$ cat config.mk
export PLATFORM = sky130hd
export DESIGN_NAME = abt_term_flat
export DESIGN_NICKNAME = d
export VERILOG_FILES = /design/src/hdl/abt_pkg.sv /design/src/hdl/abt_link_if.sv /design/src/hdl/abt_term.sv /design/src/flat_wrapper.sv
export SDC_FILE = /design/constraint.sdc
export NUM_CORES = 1
export LEC_CHECK = 0
export ABC_AREA = 1
export ABC_CLOCK_PERIOD_IN_PS = 2050
export BUFFER_PORTS_ARGS = -buffer_cell sky130_fd_sc_hd__buf_2
export CAP_MARGIN = 20
export CORE_UTILIZATION = 54
export DETAILED_ROUTE_END_ITERATION = 10
export PLACE_DENSITY = 0.82
export SYNTH_ARGS = -nofsm -noshare
export SYNTH_HDL_FRONTEND = slang
export SYNTH_SLANG_ARGS = --single-unit
$ cat constraint.sdc
create_clock -name core_clk -period 2.05 [get_ports core_clk]
set_clock_uncertainty 0.15 [all_clocks]
set_input_delay 0.3075 -clock core_clk [delete_from_list [all_inputs] [get_ports core_clk]]
set_output_delay 0.3075 -clock core_clk [all_outputs]
set_load 0.01 [all_outputs]
$ cat src/hdl/abt_pkg.sv
// Shared constants, types and helpers for the APDU block transport ends
//
// Functional notes
// - Command bytes enter the block field unaltered
// - Data only with 61/62/63/9X status
// - Other status words go without data
// - Terminal passes response bytes unmodified upward
// - Chained response blocks concatenate in order
// - Long commands split into chained blocks
// - Case 4 response chained, concatenated by terminal
// - Four exchange cases all supported
// - Pending proactive command turns 9000 into 91XX
// - Fetch uses INS 12, Le from SW2
// - Terminal response uses INS 14 with data
// - Envelope is case 4, INS C2, Le 00
// - Envelope 9000 data goes to ack channel
// - Envelope 62XX/63XX data goes to error channel
// - Busy toolkit layer answers envelope with 9300
package abt_pkg;

  // ==========================================================================
  // Block sizing
  localparam logic [7:0]  IFS_LAST_IDX    = 8'h1F;

  // ==========================================================================
  // Instruction and header bytes
  localparam logic [7:0]  INS_FETCH       = 8'h12;
  localparam logic [7:0]  INS_TERM_RSP    = 8'h14;
  localparam logic [7:0]  INS_ENVELOPE    = 8'hC2;
  localparam logic [7:0]  LE_ENVELOPE     = 8'h00;
  localparam logic [7:0]  P1P2_DEFAULT    = 8'h00;
  localparam logic [7:0]  TOOLKIT_CLA     = 8'h80;

  // ==========================================================================
  // Status words
  localparam logic [7:0]  SW1_NORMAL      = 8'h61;
  localparam logic [7:0]  SW1_WARN_A      = 8'h62;
  localparam logic [7:0]  SW1_WARN_B      = 8'h63;
  localparam logic [3:0]  SW1_APP_NIBBLE  = 4'h9;
  localparam logic [7:0]  SW1_PROACTIVE   = 8'h91;
  localparam logic [15:0] SW_SUCCESS      = 16'h9000;
  localparam logic [15:0] SW_TOOLKIT_BUSY = 16'h9300;

  // ==========================================================================
  // Types
  typedef enum logic [1:0] {
    ABT_KIND_RAW,
    ABT_KIND_ENVELOPE,
    ABT_KIND_TERM_RSP
  } abt_kind_e;

  // ==========================================================================
  // Helpers
  // Status words that may carry response data
  function automatic logic swCarriesData(input logic [15:0] sw);
    return (sw[15:8] == SW1_NORMAL) || (sw[15:8] == SW1_WARN_A) ||
           (sw[15:8] == SW1_WARN_B) || (sw[15:12] == SW1_APP_NIBBLE);
  endfunction

  // Byte counter at the last slot of a block field
  function automatic logic blockFull(input logic [7:0] cnt);
    return cnt == IFS_LAST_IDX;
  endfunction

endpackage

$ cat src/hdl/abt_link_if.sv
// Byte-level I-block link between terminal and card
`timescale 1ns/1ns
interface abt_link_if;
  logic [7:0] t2cData;
  logic       t2cValid;
  logic       t2cLast;
  logic       t2cMore;
  logic [7:0] c2tData;
  logic       c2tValid;
  logic       c2tLast;
  logic       c2tMore;

  modport card (
    input  t2cData, t2cValid, t2cLast, t2cMore,
    output c2tData, c2tValid, c2tLast, c2tMore
  );

  modport term (
    output t2cData, t2cValid, t2cLast, t2cMore,
    input  c2tData, c2tValid, c2tLast, c2tMore
  );
endinterface

$ cat src/hdl/abt_term.sv
// Terminal end: command framing, response assembly, toolkit handling
`timescale 1ns/1ns
module abt_term (
  input  wire logic             core_clk,
  input  wire logic             reset_n,
  abt_link_if.term              link,
  input  wire logic             cmdStart,
  input  wire abt_pkg::abt_kind_e cmdKind,
  input  wire logic [7:0]       cmdLc,
  input  wire logic [7:0]       cmdData,
  input  wire logic             cmdValid,
  input  wire logic             cmdLast,
  output logic                  cmdReady,
  output logic                  busy,
  input  wire logic             autoFetch,
  output logic [7:0]            rspData,
  output logic                  rspValid,
  output logic                  rspLast,
  output logic                  rspFetched,
  output logic [15:0]           rspSw,
  output logic                  proactivePending,
  output logic                  envAck,
  output logic                  envNak
);

  typedef enum logic [2:0] {
    TS_IDLE,
    TS_HDR,
    TS_BODY,
    TS_LE,
    TS_WAIT
  } abt_tstate_e;

  abt_tstate_e        state_reg;
  abt_tstate_e        state_next;
  abt_pkg::abt_kind_e kind_reg;
  logic [7:0]         lc_reg;
  logic [2:0]         hdrIdx_reg;
  logic               isFetch_reg;
  logic [7:0]         ins_reg;
  logic [1:0]         bodyIdx_reg;
  logic [7:0]         blkCnt_reg;
  logic [15:0]        swShift_reg;
  logic [7:0]         pendLen_reg;
  logic               txFire;
  logic               txFinal;
  logic [7:0]         txByte;
  logic               rspEnd;
  logic [15:0]        endSw;
  logic               startFetch;

  // ==========================================================================
  // Command sequencing
  // A pending fetch wins over a new user command when auto fetch is on
  assign startFetch = proactivePending && autoFetch;

  always_comb begin
    state_next = state_reg;
    txFire     = 1'b0;
    txFinal    = 1'b0;
    txByte     = 8'h00;
    case (state_reg)
      TS_IDLE: begin
        if (startFetch)
          state_next = TS_HDR;
        else if (cmdStart && cmdKind == abt_pkg::ABT_KIND_RAW)
          state_next = TS_BODY;
        else if (cmdStart)
          state_next = TS_HDR;
      end
      TS_HDR: begin
        txFire = 1'b1;
        case (hdrIdx_reg)
          3'd0:    txByte = abt_pkg::TOOLKIT_CLA;
          3'd1:    txByte = ins_reg;
          3'd4:    txByte = isFetch_reg ? pendLen_reg : lc_reg;
          default: txByte = abt_pkg::P1P2_DEFAULT;
        endcase
        if (hdrIdx_reg == 3'd4) begin
          txFinal    = isFetch_reg;
          state_next = isFetch_reg ? TS_WAIT : TS_BODY;
        end
      end
      TS_BODY: begin
        txFire = cmdValid && cmdReady;
        txByte = cmdData;
        if (txFire && cmdLast) begin
          txFinal    = kind_reg != abt_pkg::ABT_KIND_ENVELOPE;
          state_next = (kind_reg == abt_pkg::ABT_KIND_ENVELOPE) ?
                       TS_LE : TS_WAIT;
        end
      end
      TS_LE: begin
        txFire     = 1'b1;
        txFinal    = 1'b1;
        txByte     = abt_pkg::LE_ENVELOPE;
        state_next = TS_WAIT;
      end
      TS_WAIT: begin
        if (rspEnd)
          state_next = TS_IDLE;
      end
      default: state_next = TS_IDLE;
    endcase
  end

  always_ff @(posedge core_clk) begin
    if (!reset_n) begin
      state_reg <= TS_IDLE;
      cmdReady  <= 1'b0;
      busy      <= 1'b0;
    end else begin
      state_reg <= state_next;
      cmdReady  <= state_next == TS_BODY;
      busy      <= state_next != TS_IDLE;
    end
  end

  // ==========================================================================
  // Command parameters and header index
  always_ff @(posedge core_clk) begin
    if (!reset_n) begin
      kind_reg    <= abt_pkg::ABT_KIND_RAW;
      lc_reg      <= 8'h00;
      isFetch_reg <= 1'b0;
      ins_reg     <= 8'h00;
      hdrIdx_reg  <= 3'd0;
      bodyIdx_reg <= 2'd0;
    end else begin
      if (state_reg == TS_IDLE) begin
        hdrIdx_reg  <= 3'd0;
        bodyIdx_reg <= 2'd0;
        if (startFetch) begin
          isFetch_reg <= 1'b1;
          kind_reg    <= abt_pkg::ABT_KIND_RAW;
          ins_reg     <= abt_pkg::INS_FETCH;
        end else if (cmdStart) begin
          isFetch_reg <= 1'b0;
          kind_reg    <= cmdKind;
          lc_reg      <= cmdLc;
          if (cmdKind == abt_pkg::ABT_KIND_ENVELOPE)
            ins_reg <= abt_pkg::INS_ENVELOPE;
          else if (cmdKind == abt_pkg::ABT_KIND_TERM_RSP)
            ins_reg <= abt_pkg::INS_TERM_RSP;
        end
      end else if (state_reg == TS_HDR) begin
        hdrIdx_reg <= hdrIdx_reg + 3'd1;
      end else if (state_reg == TS_BODY && txFire &&
                   kind_reg == abt_pkg::ABT_KIND_RAW) begin
        // Raw commands carry their own instruction in the second byte
        if (bodyIdx_reg == 2'd1)
          ins_reg <= cmdData;
        if (bodyIdx_reg != 2'd2)
          bodyIdx_reg <= bodyIdx_reg + 2'd1;
      end
    end
  end

  // ==========================================================================
  // Block framing of the outgoing command
  always_ff @(posedge core_clk) begin
    if (!reset_n) begin
      link.t2cValid <= 1'b0;
      link.t2cData  <= 8'h00;
      link.t2cLast  <= 1'b0;
      link.t2cMore  <= 1'b0;
      blkCnt_reg    <= 8'h00;
    end else begin
      link.t2cValid <= txFire;
      link.t2cData  <= txByte;
      link.t2cLast  <= txFire &&
                       (txFinal || abt_pkg::blockFull(blkCnt_reg));
      link.t2cMore  <= txFire && !txFinal &&
                       abt_pkg::blockFull(blkCnt_reg);
      if (txFire)
        blkCnt_reg <= (txFinal || abt_pkg::blockFull(blkCnt_reg)) ?
                      8'h00 : blkCnt_reg + 8'h01;
    end
  end

  // ==========================================================================
  // Response assembly
  assign rspEnd = link.c2tValid && link.c2tLast && !link.c2tMore;
  assign endSw  = {swShift_reg[7:0], link.c2tData};

  always_ff @(posedge core_clk) begin
    if (!reset_n) begin
      rspValid    <= 1'b0;
      rspData     <= 8'h00;
      rspLast     <= 1'b0;
      rspFetched  <= 1'b0;
      swShift_reg <= 16'h0000;
    end else begin
      rspValid   <= link.c2tValid;
      rspData    <= link.c2tData;
      rspLast    <= rspEnd;
      rspFetched <= link.c2tValid && isFetch_reg;
      if (link.c2tValid)
        swShift_reg <= endSw;
    end
  end

  // ==========================================================================
  // Toolkit status handling
  always_ff @(posedge core_clk) begin
    if (!reset_n) begin
      rspSw            <= 16'h0000;
      proactivePending <= 1'b0;
      pendLen_reg      <= 8'h00;
      envAck           <= 1'b0;
      envNak           <= 1'b0;
    end else begin
      envAck <= rspEnd && ins_reg == abt_pkg::INS_ENVELOPE &&
                endSw == abt_pkg::SW_SUCCESS;
      envNak <= rspEnd && ins_reg == abt_pkg::INS_ENVELOPE &&
                (endSw[15:8] == abt_pkg::SW1_WARN_A ||
                 endSw[15:8] == abt_pkg::SW1_WARN_B);
      if (rspEnd) begin
        rspSw            <= endSw;
        proactivePending <= endSw[15:8] == abt_pkg::SW1_PROACTIVE;
        pendLen_reg      <= endSw[7:0];
      end else if (state_reg == TS_IDLE && startFetch)
        proactivePending <= 1'b0;
    end
  end

endmodule // abt_term

$ cat src/flat_wrapper.sv
// flat-port wrapper written by rule: the top's interface ports become plain ports
module abt_term_flat 
  (core_clk, reset_n, cmdStart, cmdKind, cmdLc, cmdData, cmdValid, cmdLast, cmdReady, busy, autoFetch, rspData, rspValid, rspLast, rspFetched, rspSw, proactivePending, envAck, envNak, link_t2cData, link_t2cValid, link_t2cLast, link_t2cMore, link_c2tData, link_c2tValid, link_c2tLast, link_c2tMore);
  abt_link_if link_i ();
  input  wire logic core_clk;
  input  wire logic reset_n;
  input  wire logic cmdStart;
  input  wire abt_pkg::abt_kind_e cmdKind;
  input  wire logic [7:0] cmdLc;
  input  wire logic [7:0] cmdData;
  input  wire logic cmdValid;
  input  wire logic cmdLast;
  output logic cmdReady;
  output logic busy;
  input  wire logic autoFetch;
  output logic [7:0] rspData;
  output logic rspValid;
  output logic rspLast;
  output logic rspFetched;
  output logic [15:0] rspSw;
  output logic proactivePending;
  output logic envAck;
  output logic envNak;
  output wire logic [$bits(link_i.t2cData)-1:0] link_t2cData;
  output wire logic [$bits(link_i.t2cValid)-1:0] link_t2cValid;
  output wire logic [$bits(link_i.t2cLast)-1:0] link_t2cLast;
  output wire logic [$bits(link_i.t2cMore)-1:0] link_t2cMore;
  input wire logic [$bits(link_i.c2tData)-1:0] link_c2tData;
  input wire logic [$bits(link_i.c2tValid)-1:0] link_c2tValid;
  input wire logic [$bits(link_i.c2tLast)-1:0] link_c2tLast;
  input wire logic [$bits(link_i.c2tMore)-1:0] link_c2tMore;
  assign link_t2cData = link_i.t2cData;
  assign link_t2cValid = link_i.t2cValid;
  assign link_t2cLast = link_i.t2cLast;
  assign link_t2cMore = link_i.t2cMore;
  assign link_i.c2tData = link_c2tData;
  assign link_i.c2tValid = link_c2tValid;
  assign link_i.c2tLast = link_c2tLast;
  assign link_i.c2tMore = link_c2tMore;
  abt_term u_core (.core_clk(core_clk), .reset_n(reset_n), .link(link_i), .cmdStart(cmdStart), .cmdKind(cmdKind), .cmdLc(cmdLc), .cmdData(cmdData), .cmdValid(cmdValid), .cmdLast(cmdLast), .cmdReady(cmdReady), .busy(busy), .autoFetch(autoFetch), .rspData(rspData), .rspValid(rspValid), .rspLast(rspLast), .rspFetched(rspFetched), .rspSw(rspSw), .proactivePending(proactivePending), .envAck(envAck), .envNak(envNak));
endmodule
==> metrics.md <==
| Metric | Value |
|---|---|
| GR peak layer | met2 |
| Unrepaired setup endpoints after global routing | no |
| Core area | 6460 um2 |
| CP Capture Type | flop |
| Largest Register | u_core.rspSw |
| Share of layout cells above drive strength 1 | 20.5% |
| M3 GR Usage | 4.03% |
| Count leader, synth | nand2_1 |
| Crit start category | flop |
| Dominant cell type by area after synthesis | dfxtp_1 |
| ANT nets after route | 0 |
| Initial DRT Pass Iterations | 10 |
| Drt via density | 5.33 |
| Max cap viols | 0 |
| Synth Register Bits | 86 |
| # nets final | 612 |
| Final GP Congestion | 0.898 |
| Min-Delay Path Class | input port to flop |
| Global Route Usage Sum | 25.4% |
| Status | finished with violations |
| First-pass GRT wire length | 14300 um |
| Crit share post-route | 89.1% |
| Die Y | 84.3 um |
| Max frequency | 0.548 GHz |
| Asr flop ratio synth | 0% |
| Vias | 3475 |
| Fin crit period | 1.83 ns |
| Post-Syn Nets | 533 |
| Setup-failing EPs final | 0 |
| Vias in the first global route | 3138 |
| Die width | 84.3 um |
| # Post-CTS Setup Buffers | 0 |
| Pleak | 2.07 nW |
| Main synth FF type | dfxtp_1 |
| DR DRC count | 6 |
| Setup TNS Final | 0 ns |
| Clock-pin slew on the worst setup and hold paths | 0.08 ns |
| Maximum VDD drop | 419 uV |
| TritonCTS clock tree | yes |
| Met2 GRT Util | 40.8% |
| Placed cells | 637 |
| CTS Buf Count | 9 |
| Top cells by count, synth | nand2_1 (102), dfxtp_1 (86), nor2_1 (65) |
| Pwr Density | 799 nW/um2 |
| GR Overflow Total | 0 |
| Final Power | 0.00343 W |
| Final wirelength | 8830 um |
| Max reg flops | 9 |
| Required time worst endpoint | 2.15 ns |
| Final slew viol count | 0 |
| Dpl hpwl | 6350 um |
| Ports | 78 |
| Synth cell types | 33 |
| GR Util met1 | 33.5% |
| Initial antenna violation count | 0 |
| Synth Instances | 492 |
| N_diodes | 0 |
| Critical Path Fanout Max | 11 |
| Largest net degree at the start of global routing | 39 |
| Die ar. | 7110 um2 |
| Kind of critical path | flop to flop |
| Fin cells | 652 |
| Synth top area cells | dfxtp_1 (47%), nand2_1 (10%), nor2_1 (6.7%), inv_1 (6.5%), a21oi_1 (5.2%) |
| Rows | 29 |
| Initial DRC Count | 199 |
| Clk sinks | 86 |
| Port bufs | 77 |
| Worst path arrival time | 1.92 ns |
| PostCTS Resize Cnt | 0 |
| Root buf cell | clkbuf_8 |
| Clock latency on the worst-skew pair | 0.35 ns |
| Clk buf depth | 2 |
| Post-CTS Hold Fix Bufs | 0 |
| Fin. Hold Viols | 0 |
| Initial Utilization | 56.6% |
| Post-synthesis sequential area ratio | 47.1% |
| Fillers | 554 |
| Slew margin rel. | 73.8% |
| Number of flops mapped to enable cells by yosys | 0 |
| Syn_area_per_cell | 7.43 um2 |
| Post-synth top area share | 47.1% |
| Htree depth | 3 |
| Synth Warn # | 0 |
| Post-DR wirelength/cell | 13.5 um |
| Synth Cell Area | 3660 um2 |
| Failing checks | DRC |
| Worst-Margin Slew | 0.392 ns |
| Area added between synthesis and finish | 17.3% |
per-stage QoR:
stage	hold slack [ns]	util (%)	cell area, um2	setup WS (ns)
after floorplan	0.251	-	3660	0.497
after global placement	0.316	63.7	4120	0.367
after detailed placement	0.324	63.7	4120	0.271
after CTS	0.0000934	66.4	4290	0.222
after global routing	0.0163	66.4	4290	0.0425
final	0.00265	66.4	4290	0.224
worst paths after layout:
check | startpoint | slack [ns] | to | cells after the start
hold reg to reg | u_core.kind_reg[1]$_SDFFE_PN0P_ | 0.33 | u_core.kind_reg[1]$_SDFFE_PN0P_ | 2
setup reg to reg | u_core.state_reg[2]$_SDFF_PN0_ | 0.22 | u_core.ins_reg[0]$_SDFFE_PN0P_ | 9
setup / recovery | u_core.state_reg[2]$_SDFF_PN0_ | 0.22 | u_core.ins_reg[0]$_SDFFE_PN0P_ | 9
hold / removal | link_c2tData[7] | 0.003 | u_core.rspData[7]$_SDFF_PN0_ | 3
area by class of cell:
type	count	area [um2]	area share [%]
clock inverter	3	20.0	0.466
clock buffer	12	155	3.62
sequential	86	1720	40.1
inverter	64	240	5.60
multi-input combinational	328	1620	37.8
tap	77	96.3	2.24
timing repair buffer	82	435	10.1
layout by cell type, fill, tap and decap left out, types with 2 or more instances in the layout:
cell type and count:
clkinvlp_4 2, nor2_2 6, buf_4 4, a21oi_1 38
o21ai_1 2, nand2_4 4, nand2_1 102, clkbuf_8 11
nor2_1 65, dfxtp_1 86, nand4_1 6, nor4_1 4
buf_2 77, xor2_1 5, a211oi_1 3, nand3_1 26
inv_1 63, nor3_1 8, nand2_2 4, o211ai_1 6
ha_1 6, o21ai_0 34
logic make-up (layout without fill, tap and decap cells):
group | Yosys count | after routing | synth area share, %
flops | 86 | 86 | 47.1
simple gates | 231 | 231 | 28.3
xor+xnor | 5 | 5 | 1.20
compound gates | 86 | 86 | 12.9
buf+inv | 78 | 161 | 8.55
fa+ha+maj | 6 | 6 | 2.05
routing by layer:
metal / wire length [um] / up-vias
met5: 0 / -
met4: 182 / 0
met3: 621 / 17
met2: 4090 / 150
met1: 3930 / 1577
li1: - / 1731
worst max-delay path: stages (launching register included):
cell	delay (ns)
dfxtp_1	0.37
inv_1	0.09
nand2_2	0.29
inv_1	0.21
o21ai_2	0.17
nand2_4	0.15
nand2_4	0.12
nand2_1	0.07
nand2_1	0.06
nor2_1	0.04
where the power goes:
part | internal, W | switching, W
Sequential | 0.00177 | 0.0000609
Combinational | 0.000183 | 0.000338
Clock | 0.000498 | 0.000581
Total | 0.00245 | 0.000980
(Power assumes the default switching activity.)
